--- src/common/icf_consts.svh ---
// Constants of the interrupt control and flag status block: register
// offsets, field positions, implemented-bit masks and reset values.
// Assumes inclusion by bare name from the package and the design files.
`ifndef ICF_CONSTS_SVH
`define ICF_CONSTS_SVH

// ==========================================================================
// Register byte offsets on the APB bus.
`define ICF_ADDR_W 8
`define ICF_OFS_CTRL 8'h00
`define ICF_OFS_FLAG0 8'h04
`define ICF_OFS_FLAG1 8'h08
`define ICF_OFS_FLAG2 8'h0C
`define ICF_OFS_EVT_STAT 8'h10
`define ICF_OFS_EVT_MASK 8'h14

// ==========================================================================
// Widths.
`define ICF_REG_W 16
`define ICF_EXT_NUM 5
`define ICF_EVT_W 4

// ==========================================================================
// Control register fields and masks.
`define ICF_CTRL_ALT_BIT 15
`define ICF_CTRL_TDIS_BIT 14
`define ICF_CTRL_EDGE_LSB 0
`define ICF_CTRL_WR_MASK 16'h801F

// ==========================================================================
// Implemented flag positions per flag register.
`define ICF_FLAG0_IMPL 16'h3FEF
`define ICF_FLAG1_IMPL 16'hFEDF
`define ICF_FLAG2_IMPL 16'h3FE3
`define ICF_EXT0_POS 0
`define ICF_EXT1_POS 4
`define ICF_EXT2_POS 13

// ==========================================================================
// Event status bits: one per flag register, then timed-disable start.
`define ICF_EVT_TDIS_BIT 3
`define ICF_RESET_VAL 16'h0000

`endif

--- src/common/icf_pkg.sv ---
// Types shared by the interrupt control and flag status design files.
// Assumes icf_consts.svh is on the include path.
`include "icf_consts.svh"

package icf_pkg;

  // ========================================================================
  // Bus handshake states, one-hot.
  typedef enum logic [2:0]
  {
    ICF_IDLE = 3'h1,
    ICF_WAIT = 3'h2,
    ICF_DONE = 3'h4
  } icf_bus_state_t;

  // ========================================================================
  // Whole state of the top module.
  typedef struct packed
  {
    icf_bus_state_t bus;
    logic pready;
    logic pslverr;
    logic [31:0] prdata;
    logic alt_sel;
    logic tdis;
    logic [`ICF_EXT_NUM-1:0] edge_sel;
    logic [`ICF_EVT_W-1:0] evt_stat;
    logic [`ICF_EVT_W-1:0] evt_mask;
    logic irq;
  } icf_top_state_t;

  // Whole state of the edge detector.
  typedef struct packed
  {
    logic [`ICF_EXT_NUM-1:0] sync1;
    logic [`ICF_EXT_NUM-1:0] sync2;
    logic [`ICF_EXT_NUM-1:0] prev;
    logic [1:0] fill;
    logic [`ICF_EXT_NUM-1:0] evt;
  } icf_edge_state_t;

endpackage : icf_pkg

--- src/verilog/icf_edge_det.sv ---
// Synchroniser and selectable edge detector for the external interrupt pins.
// Assumes pins may change at any time; one event pulse per detected edge.
`timescale 1ns/10ps
`default_nettype none
`include "icf_consts.svh"

module icf_edge_det
(
  input wire logic pclk,
  input wire logic presetn,
  input wire logic [`ICF_EXT_NUM-1:0] pin,
  input wire logic [`ICF_EXT_NUM-1:0] edge_sel,
  output logic [`ICF_EXT_NUM-1:0] event_q
);

  icf_pkg::icf_edge_state_t st_q;
  icf_pkg::icf_edge_state_t st_d;
  logic [`ICF_EXT_NUM-1:0] det;

  // ========================================================================
  // Per-pin detection: high selects the falling edge, low the rising one.
  genvar gi;
  generate
    for (gi = 0; gi < `ICF_EXT_NUM; gi = gi + 1)
    begin : g_det
      assign det[gi] = edge_sel[gi] ? (st_q.prev[gi] & ~st_q.sync2[gi])
                                    : (~st_q.prev[gi] & st_q.sync2[gi]);
    end
  endgenerate

  // ========================================================================
  // Detection waits until sync1, sync2 and prev all hold real pin samples,
  // so a pin that is already high at reset release does not fake an edge.
  // The fill field counts 0, 1, 2, 3 and then stays at 3.
  always_comb
  begin
    st_d = st_q;
    st_d.sync1 = pin;
    st_d.sync2 = st_q.sync1;
    st_d.prev = st_q.sync2;
    st_d.fill = {|st_q.fill, st_q.fill[1] | ~st_q.fill[0]};
    st_d.evt = (&st_q.fill) ? det : '0;
  end

  // Single register stage for the whole state.
  always_ff @(posedge pclk or negedge presetn)
  begin
    if (!presetn)
    begin
      st_q <= '0;
    end
    else
    begin
      st_q <= st_d;
    end
  end

  assign event_q = st_q.evt;

endmodule : icf_edge_det
`default_nettype wire

--- src/verilog/icf_flag_reg.sv ---
// One sixteen-bit interrupt flag status register with hardware set inputs.
// Assumes the write strobe lasts one cycle and set inputs are pulses or levels.
`timescale 1ns/10ps
`default_nettype none
`include "icf_consts.svh"

module icf_flag_reg
#(
  parameter logic [`ICF_REG_W-1:0] IMPL = `ICF_FLAG0_IMPL
)
(
  input wire logic pclk,
  input wire logic presetn,
  input wire logic wr_en,
  input wire logic [`ICF_REG_W-1:0] wdata,
  input wire logic [`ICF_REG_W-1:0] hw_set,
  output logic [`ICF_REG_W-1:0] flags_q
);

  logic [`ICF_REG_W-1:0] flags_d;

  // ========================================================================
  // Software write replaces the stored value, then any hardware set is
  // ORed on top so a request arriving during the clear is never lost.
  always_comb
  begin
    flags_d = flags_q;
    if (wr_en)
    begin
      flags_d = wdata & IMPL;
    end
    flags_d = flags_d | (hw_set & IMPL);
  end

  // Flags clear at reset; unimplemented positions never hold a one.
  always_ff @(posedge pclk or negedge presetn)
  begin
    if (!presetn)
    begin
      flags_q <= `ICF_RESET_VAL;
    end
    else
    begin
      flags_q <= flags_d;
    end
  end

endmodule : icf_flag_reg
`default_nettype wire

--- src/verilog/icf_top.sv ---
// Top of the interrupt control and flag status block: APB register slave,
// vector table select, timed-disable status, edge selects and three flag
// registers, plus a masked event interrupt.
// Assumes one clock pclk at 100 MHz and an APB master that holds requests.
`timescale 1ns/10ps
`default_nettype none
`include "icf_consts.svh"

module icf_top
(
  input wire logic pclk,
  input wire logic presetn,
  input wire logic psel,
  input wire logic penable,
  input wire logic pwrite,
  input wire logic [`ICF_ADDR_W-1:0] paddr,
  input wire logic [31:0] pwdata,
  output logic [31:0] prdata,
  output logic pready,
  output logic pslverr,
  input wire logic timed_disable_active,
  input wire logic [`ICF_EXT_NUM-1:0] ext_irq_pin,
  input wire logic [`ICF_REG_W-1:0] periph_set_0,
  input wire logic [`ICF_REG_W-1:0] periph_set_1,
  input wire logic [`ICF_REG_W-1:0] periph_set_2,
  output logic alt_vector_table_sel,
  output logic [`ICF_EXT_NUM-1:0] ext_irq_event,
  output logic [`ICF_REG_W-1:0] irq_flag_status_0,
  output logic [`ICF_REG_W-1:0] irq_flag_status_1,
  output logic [`ICF_REG_W-1:0] irq_flag_status_2,
  output logic irq
);

  icf_pkg::icf_top_state_t st_q;
  icf_pkg::icf_top_state_t st_d;
  logic [`ICF_EXT_NUM-1:0] ext_evt;
  logic [`ICF_REG_W-1:0] set0;
  logic [`ICF_REG_W-1:0] set1;
  logic [`ICF_REG_W-1:0] set2;
  logic [`ICF_REG_W-1:0] ctrl_view;
  logic wr_commit;
  logic wr_flag0;
  logic wr_flag1;
  logic wr_flag2;
  logic [`ICF_EVT_W-1:0] evt_set;

  // ==========================================================================
  // External pins: synchroniser and edge detector.
  icf_edge_det u_edge
  (
    .pclk(pclk),
    .presetn(presetn),
    .pin(ext_irq_pin),
    .edge_sel(st_q.edge_sel),
    .event_q(ext_evt)
  );

  // ==========================================================================
  // Hardware set vectors; external events 0 to 2 land in vector-order positions, events 3 and 4 set no flag.
  always_comb
  begin
    set0 = periph_set_0;
    set1 = periph_set_1;
    set2 = periph_set_2;
    set0[`ICF_EXT0_POS] = periph_set_0[`ICF_EXT0_POS] | ext_evt[0];
    set1[`ICF_EXT1_POS] = periph_set_1[`ICF_EXT1_POS] | ext_evt[1];
    set1[`ICF_EXT2_POS] = periph_set_1[`ICF_EXT2_POS] | ext_evt[2];
  end

  // A write commits only at the edge where pready is sampled high.
  assign wr_commit = (st_q.bus == icf_pkg::ICF_DONE) & psel & penable & pwrite;
  assign wr_flag0 = wr_commit & (paddr == `ICF_OFS_FLAG0);
  assign wr_flag1 = wr_commit & (paddr == `ICF_OFS_FLAG1);
  assign wr_flag2 = wr_commit & (paddr == `ICF_OFS_FLAG2);

  // ==========================================================================
  // The three flag registers, each masked to its implemented positions.
  icf_flag_reg #(.IMPL(`ICF_FLAG0_IMPL)) u_flag0
  (
    .pclk(pclk),
    .presetn(presetn),
    .wr_en(wr_flag0),
    .wdata(pwdata[`ICF_REG_W-1:0]),
    .hw_set(set0),
    .flags_q(irq_flag_status_0)
  );

  icf_flag_reg #(.IMPL(`ICF_FLAG1_IMPL)) u_flag1
  (
    .pclk(pclk),
    .presetn(presetn),
    .wr_en(wr_flag1),
    .wdata(pwdata[`ICF_REG_W-1:0]),
    .hw_set(set1),
    .flags_q(irq_flag_status_1)
  );

  icf_flag_reg #(.IMPL(`ICF_FLAG2_IMPL)) u_flag2
  (
    .pclk(pclk),
    .presetn(presetn),
    .wr_en(wr_flag2),
    .wdata(pwdata[`ICF_REG_W-1:0]),
    .hw_set(set2),
    .flags_q(irq_flag_status_2)
  );

  // ==========================================================================
  // Control register as software sees it; absent bits are held at zero.
  always_comb
  begin
    ctrl_view = `ICF_RESET_VAL;
    ctrl_view[`ICF_CTRL_ALT_BIT] = st_q.alt_sel;
    ctrl_view[`ICF_CTRL_TDIS_BIT] = st_q.tdis;
    ctrl_view[`ICF_EXT_NUM-1:0] = st_q.edge_sel;
  end

  // Block events: any new set into a flag register, and timed disable start.
  assign evt_set = {timed_disable_active & ~st_q.tdis,
                    |(set2 & `ICF_FLAG2_IMPL),
                    |(set1 & `ICF_FLAG1_IMPL),
                    |(set0 & `ICF_FLAG0_IMPL)};

  // ==========================================================================
  // Bus handshake, register writes, read capture and event status.
  // Read data is captured at the same edge that raises pready so it stands the whole
  // ready cycle; the price is one wait state on every transfer.
  always_comb
  begin
    st_d = st_q;
    st_d.pready = 1'b0;
    st_d.tdis = timed_disable_active;
    case (st_q.bus)
      icf_pkg::ICF_IDLE:
      begin
        if (psel && !penable)
        begin
          st_d.bus = icf_pkg::ICF_WAIT;
        end
      end
      icf_pkg::ICF_WAIT:
      begin
        if (psel && penable)
        begin
          st_d.bus = icf_pkg::ICF_DONE;
          st_d.pready = 1'b1;
          st_d.pslverr = 1'b0;
          st_d.prdata = 32'h0000_0000;
          case (paddr)
            `ICF_OFS_CTRL: st_d.prdata[`ICF_REG_W-1:0] = ctrl_view;
            `ICF_OFS_FLAG0: st_d.prdata[`ICF_REG_W-1:0] = irq_flag_status_0;
            `ICF_OFS_FLAG1: st_d.prdata[`ICF_REG_W-1:0] = irq_flag_status_1;
            `ICF_OFS_FLAG2: st_d.prdata[`ICF_REG_W-1:0] = irq_flag_status_2;
            `ICF_OFS_EVT_STAT: st_d.prdata[`ICF_EVT_W-1:0] = st_q.evt_stat;
            `ICF_OFS_EVT_MASK: st_d.prdata[`ICF_EVT_W-1:0] = st_q.evt_mask;
            default: st_d.pslverr = 1'b1;
          endcase
          if (!pwrite)
          begin
            st_d.prdata = st_d.pslverr ? 32'h0000_0000 : st_d.prdata;
          end
        end
        else
        begin
          st_d.bus = icf_pkg::ICF_IDLE;
        end
      end
      icf_pkg::ICF_DONE:
      begin
        st_d.bus = icf_pkg::ICF_IDLE;
        st_d.pslverr = 1'b0;
        if (wr_commit && paddr == `ICF_OFS_CTRL)
        begin
          st_d.alt_sel = pwdata[`ICF_CTRL_ALT_BIT];
          st_d.edge_sel = pwdata[`ICF_EXT_NUM-1:0];
        end
        if (wr_commit && paddr == `ICF_OFS_EVT_STAT)
        begin
          st_d.evt_stat = st_q.evt_stat & ~pwdata[`ICF_EVT_W-1:0];
        end
        if (wr_commit && paddr == `ICF_OFS_EVT_MASK)
        begin
          st_d.evt_mask = pwdata[`ICF_EVT_W-1:0];
        end
      end
      default:
      begin
        st_d.bus = icf_pkg::ICF_IDLE;
      end
    endcase
    // Set after clear, so an event in the clearing cycle survives.
    st_d.evt_stat = st_d.evt_stat | evt_set;
    st_d.irq = |(st_d.evt_stat & st_d.evt_mask);
  end

  // One register stage for all top-level state.
  always_ff @(posedge pclk or negedge presetn)
  begin
    if (!presetn)
    begin
      st_q <= '0;
      st_q.bus <= icf_pkg::ICF_IDLE;
    end
    else
    begin
      st_q <= st_d;
    end
  end

  // ==========================================================================
  // Outputs, all from flip-flops.
  assign prdata = st_q.prdata;
  assign pready = st_q.pready;
  assign pslverr = st_q.pslverr;
  assign alt_vector_table_sel = st_q.alt_sel;
  assign ext_irq_event = ext_evt;
  assign irq = st_q.irq;
endmodule : icf_top
`default_nettype wire

--- config.mk ---
export PLATFORM = sky130hd
export DESIGN_NAME = icf_top
export DESIGN_NICKNAME = d
export VERILOG_FILES = /design/src/common/icf_pkg.sv /design/src/verilog/icf_edge_det.sv /design/src/verilog/icf_flag_reg.sv /design/src/verilog/icf_top.sv
export VERILOG_INCLUDE_DIRS = /design/src /design/src/common
export SDC_FILE = /design/constraint.sdc
export NUM_CORES = 1
export LEC_CHECK = 0
export ABC_AREA = 1
export BUFFER_PORTS_ARGS = -buffer_cell sky130_fd_sc_hd__buf_2
export CAP_MARGIN = 0
export CORE_ASPECT_RATIO = 0.7
export CORE_MARGIN = 2
export CORE_UTILIZATION = 25
export DETAILED_ROUTE_END_ITERATION = 8
export GPL_TIMING_DRIVEN = 0
export PLACE_DENSITY = 0.55
export SETUP_SLACK_MARGIN = 0.2
export SYNTH_ARGS = -nofsm -noshare
export SYNTH_HDL_FRONTEND = slang
export SYNTH_HIERARCHICAL = 1
export SYNTH_SLANG_ARGS = --single-unit
--- constraint.sdc ---
create_clock -name pclk -period 2.3 [get_ports pclk]
set_input_delay 0.115 -clock pclk [delete_from_list [all_inputs] [get_ports pclk]]
set_output_delay 0.115 -clock pclk [all_outputs]
set_load 0.005 [all_outputs]
Word level (Yosys, flattened, before mapping)
Index checks and enable logic that the tools add are counted.
{"block": "op_classes", "n_eq_ne": 10, "muxes": 25, "bitwise_logic": 40, "n_reduce_logical": 18}
{"cell": "$mux 16", "n": 5}
{"cell": "$pmux 12 s4", "n": 1}
{"cell": "$mux 34", "n": 1}
{"cell": "$or 16x14->16", "n": 2}
{"cell": "$pmux 4 s6", "n": 1}
{"cell": "$and 1x1->1", "n": 17}
{"cell": "$eq 8x4->1 const B", "n": 2}
{"cell": "$eq 8x5->1 const B", "n": 2}
{"cell": "$or 16x16->16", "n": 1}
{"cell": "$reduce_or 14->1", "n": 1}
{"cell": "$reduce_or 13->1", "n": 1}
{"cell": "$not 1->1", "n": 12}
{"cell": "$reduce_or 11->1", "n": 1}
{"cell": "$mux 1", "n": 9}
{"cell": "$and 4x4->4", "n": 2}
{"cell": "$eq 8x3->1 const B", "n": 1}
{"cell": "$logic_not 8->1", "n": 1}
{"cell": "$mux 4", "n": 2}
{"cell": "$mux 8", "n": 1}
{"cell": "$reduce_and 2->1", "n": 4}
{"cell": "$mux 3", "n": 2}
{"cell": "$pmux 3 s2", "n": 1}
{"cell": "$reduce_or 6->1", "n": 1}
{"cell": "$logic_and 1x1->1", "n": 5}
{"cell": "other kinds (13)", "n": 17}
{"block": "word_totals", "ff_bits": 123, "input_bits": 99, "out_inout_bits": 89, "word_cells": 111}

Depth between registers and ports, before layout
{"block": "depth", "depth_word": 10, "ltp_mapped": 11, "depth_no_buf": 11}

By module
Netlist, hierarchy kept.
{"mod": "icf_top", "n_inst": 1, "cells_each": 333, "area_each_um2": 2607.5, "seq_area_each_um2": 927.1}
{"mod": "icf_edge_det", "n_inst": 1, "cells_each": 72, "area_each_um2": 772.0, "seq_area_each_um2": 550.5}
{"mod": "icf_flag_reg at u_flag1", "n_inst": 1, "cells_each": 76, "area_each_um2": 619.3, "seq_area_each_um2": 350.3}
{"mod": "icf_flag_reg at u_flag0", "n_inst": 1, "cells_each": 72, "area_each_um2": 585.6, "seq_area_each_um2": 325.3}
{"mod": "icf_flag_reg at u_flag2", "n_inst": 1, "cells_each": 64, "area_each_um2": 518.0, "seq_area_each_um2": 275.3}

Least setup slack after synthesis
No wires, ideal clock.
{"block": "synth_path", "path_kind": "register -> register", "start": "register st_q[51] in the netlist's numbering", "end": "register u_flag0.flags_q[10]", "arrival_time_ns": 1.640, "t_required_ns": 2.176, "slack_ns": 0.536, "path_stages_with_launch": 11, "synth_period_minus_slack_ns": 1.764, "cell_sequence": "dfrtp_1 > inv_1 > nand3_2 > nor2_4 > buf_8 > inv_1 > nor3_1 > inv_2 > buf_6 > nand2_1 > nand3_1"}
{"block": "synth_via", "elab_chain_len": 7}
{"element": "start, declared", "line": "icf_top.sv:34", "source": "icf_pkg::icf_top_state_t st_q;"}
{"element": "start signal, assigned", "line": "icf_top.sv:206", "source": "st_q <= st_d;"}
{"element": "$eq 3x3->1", "line": "icf_top.sv:71", "source": "assign wr_commit = (st_q.bus == icf_pkg::ICF_DONE) & psel & penable & pwrite;"}
{"element": "$and 1x1->1 (3 in a row)", "line": "icf_top.sv:71"}
{"element": "$and 1x1->1", "line": "icf_top.sv:72", "source": "assign wr_flag0 = wr_commit & (paddr == `ICF_OFS_FLAG0);"}
{"element": "named net wr_flag0", "line": "icf_top.sv:42", "source": "logic wr_flag0;"}
{"element": "$mux 16", "line": "icf_flag_reg.sv:28", "source": "if (wr_en)"}
{"element": "$or 16x14->16", "line": "icf_flag_reg.sv:32", "source": "flags_d = flags_d | (hw_set & IMPL);"}
{"element": "named net u_flag0.flags_d[10]", "line": "icf_flag_reg.sv:20", "source": "logic [`ICF_REG_W-1:0] flags_d;"}
{"element": "end signal, assigned", "line": "icf_flag_reg.sv:40", "source": "flags_q <= `ICF_RESET_VAL;"}
{"element": "end signal, assigned", "line": "icf_flag_reg.sv:44", "source": "flags_q <= flags_d;"}
{"element": "end, declared", "line": "icf_flag_reg.sv:17", "source": "output logic [`ICF_REG_W-1:0] flags_q"}
The timed path passes the listed nets, and every way through them passes these cells.
A chain may end at the register's enable or synchronous reset.

Final worst setup path
{"block": "layout_path", "start": "register st_q[51] in the netlist's numbering", "end": "register u_flag0.flags_q[11]"}
Same word-level chain as after synthesis.

==> results.yml <==
status:
  status: "finished clean"
critical_path:
  rr_worst_depth: 10
  worstSetupEndpoint: "u_flag0/flags_q[11]"
  r2r_slack_ns: 0.36
  r2r_end: "u_flag0/flags_q[11]"
  worstPathRequired_ns: 2.52
  start_kind: "register"
  slowest_stage: "dfrtp_1"
  timing.rr.start: "st_q[51]"
  path_class: "register to register"
  worstPathCellList: "inv_2, nand3_2, nor2_4, buf_8, inv_1, nor3_4, inv_2, buf_6, nand2_1, nand3_1"
  cp_data_arrival_time_ns: 2.16
  crit_path_frequent_cell: "inv_2"
  cp-startpoint: "st_q[51]"
  worstPathMaxFanout: 10
  end_kind: "register"
  slowest_delay_ns: 0.39
yosys:
  ys.flop_type: "dfrtp_1"
  yosysTopAreaCellShare: 0.471
  async_flop_share: 1.00
  yosys-top-cells-area: "dfrtp_1 (47%), nand2_1 (13%), nand3_1 (10%), buf_4 (8.1%), inv_1 (4.3%)"
  yosysTopAreaCell: "dfrtp_1"
  synth.avg_cell_area_um2: 8.27
  synth_edf_count: 0
  synth_common_cells: "nand2_1 (179), nand3_1 (103), dfrtp_1 (96)"
  syn_inst: 617
  ys_seq_area_frac: 0.476
  ys_warn_count: 6
  ys_seq_elements: 97
  synth_area_um2: 5100
  synth.most_common_cell: "nand2_1"
  yosysUniqueCellTypes: 32
detailed_routing:
  vias: 4617
  route.detailed.drc: 0
  wire_per_inst_um: 15.4
  dr.first_iter.drc_count: 418
  viasPerCell: 4.19
  drt-total-wl_mm: 17.0
  ant_nets: 0
  drtPass1Iterations: 5
global_routing:
  grt_pass1_wl_mm: 26.3
  gr-total-overflow: 0
  grt_max_degree: 51
  grt_pass1_vias: 4479
  antenna_found_initial: 0
  groute.usage.overall: 0.164
clock_network:
  cts_root_buffer: "clkbuf_16"
  cts_max_level: 3
  tritoncts: "yes"
  insertion_delay_ns: 0.35
  clk_path_buf_depth: 2
  clock_sinks: 97
  numCtsBuffers: 9
  clk_pin_slew_ns: 0.07
sta:
  hold-worst-slack_ns: 0.00263
  tightest_slew_ns: 0.686
  finClkSkew_ns: 0.00506
  slew_headroom: 0.543
  min_period_over_period: 0.843
  rsz0062_at_grt: "false"
  finalHoldViolCount: 0
  setup_violations: 0
  max_clock_freq_mhz: 516
  finalCriticalPeriod_ns: 1.94
  final-max-slew-violation-count: 0
power_and_ir_drop:
  p_sw_frac: 0.234
  power.net_switching_w: 0.000932
  intPower_w: 0.00305
  pwr-share-clk: 0.439
  p_seq_frac: 0.446
  ir_drop_uv: 304
  p_per_area_nw_per_um2: 569
  p_comb_frac: 0.115
  total_leakage_power_nw: 3.73
floorplan:
  rows: 43
  io_pins: 188
  initial_core_util: 0.256
  die_w_um: 175
  core_um2: 19900
  dieHeight_um: 124
  die_area_um2: 21600
layout:
  nets: 926
  drive_above_1_share: 0.325
  syn_to_final_growth_pct: 37.2
  n_antenna_cell: 0
  stdcell_area_um2: 7000
min_path:
  hp-class: "input port to register"
  holdPathStages: 3
placed_design:
  port_buffers: 135
  post_dp_cell_area_um2: 6230
  gp_congestion: 0.866
  hpwlAfterDp_mm: 13.3
job:
  cap_violations: 0
-- metrics by stage --
stage	utilization	setup TNS [ns]	setup WS (ns)	power [W]	cells
global route	0.352	0	0.200	0.00418	1102
global placement	0.311	-4.14	-0.0484	0.00220	1044
floorplan	-	0	0.536	0.00200	639
CTS	0.351	0	0.236	0.00405	1101
finish	0.352	0	0.361	0.00398	1102
detailed placement	0.313	-0.181	-0.0254	0.00221	1045
-- critical path: cells and delay by family, from the launching register on --
kind	cells	cell delay [ns]
AND/OR/NAND/NOR	5	0.77
buffers and inverters	5	0.64
flip-flops	1	0.39
-- final cells by class --
type | count | area, um2
Buffer | 65 | 503
Clock inverter | 7 | 118
Tap cell | 270 | 338
Fill cell | 2152 | 12900
Sequential cell | 97 | 2430
Timing Repair Buffer | 177 | 1110
Clock buffer | 9 | 225
Inverter | 67 | 254
Multi-Input combinational cell | 410 | 2020
-- state kept, by name, summed over array words and instances (netlist names), 5 cells and up --
register and count:
u_flag2/flags_q 11, u_flag1/flags_q 14, prdata 16, u_edge/event_q 5
u_edge/st_d 10, st_q 11, u_edge/st_q 7, ctrl_view 6
u_flag0/flags_q 13
-- power groups by stage --
stage	clock network, W	registers [W]	logic (W)
after global routing	0.00189	0.00178	0.000508
after global placement	0	0.00181	0.000395
after detailed placement	0	0.00181	0.000404
after CTS	0.00181	0.00178	0.000459
final	0.00175	0.00178	0.000458
after floorplan	0	0.00180	0.000201
-- logic make-up (layout without fill, tap and decap cells) --
group           Yosys count  in the layout  synth area share
compound gates            9              9            0.0108
buf+inv                 132            325             0.148
flops                    97             97             0.476
mux                       6              6            0.0177
other cells               4             26           0.00294
simple gates            369            369             0.344
-- layout by cell type, fill, tap and decap left out, types with 5 or more instances in the layout --
master         count
mux2_4             6
buf_6              5
nand2_1          179
dlygate4sd3_1     40
inv_1             58
nor2_2             7
nand3_1          103
conb_1            26
nand4_1            7
or2_2              7
dfrtp_1           96
buf_2            137
nand3_2            6
inv_2              8
nor2_1            40
clkbuf_16          9
buf_4             57
-- per-layer routing --
metal | part of all wire | GRT usage
met4 | 0.016 | 0.0349
met3 | 0.073 | 0.0526
met1 | 0.50 | 0.245
met5 | 0 | 0
met2 | 0.41 | 0.226
-- worst min-delay path by stage --
stage / from / to / slack (ns)
floorplan: presetn / alt_vector_table_sel / -0.18
detailed placement: presetn / u_edge/st_d[14] / 0.20
global placement: ext_irq_pin[3] / u_edge/st_d[15] / 0.22
CTS: periph_set_0[9] / u_flag0/flags_q[9] / 0.0003
finish: periph_set_0[7] / u_flag0/flags_q[7] / 0.003
global route: periph_set_0[9] / u_flag0/flags_q[9] / 0.008
-- what timing repair did --
item,in CTS,in global routing
pin swaps,0,2
hold endpoints to repair,85,0
hold buffers,40,0
buffers inserted,0,1
cloned,0,0
endpoints found under the setup margin,24,21
gates resized for setup,2,3
Power figures use the tool's default switching activity.
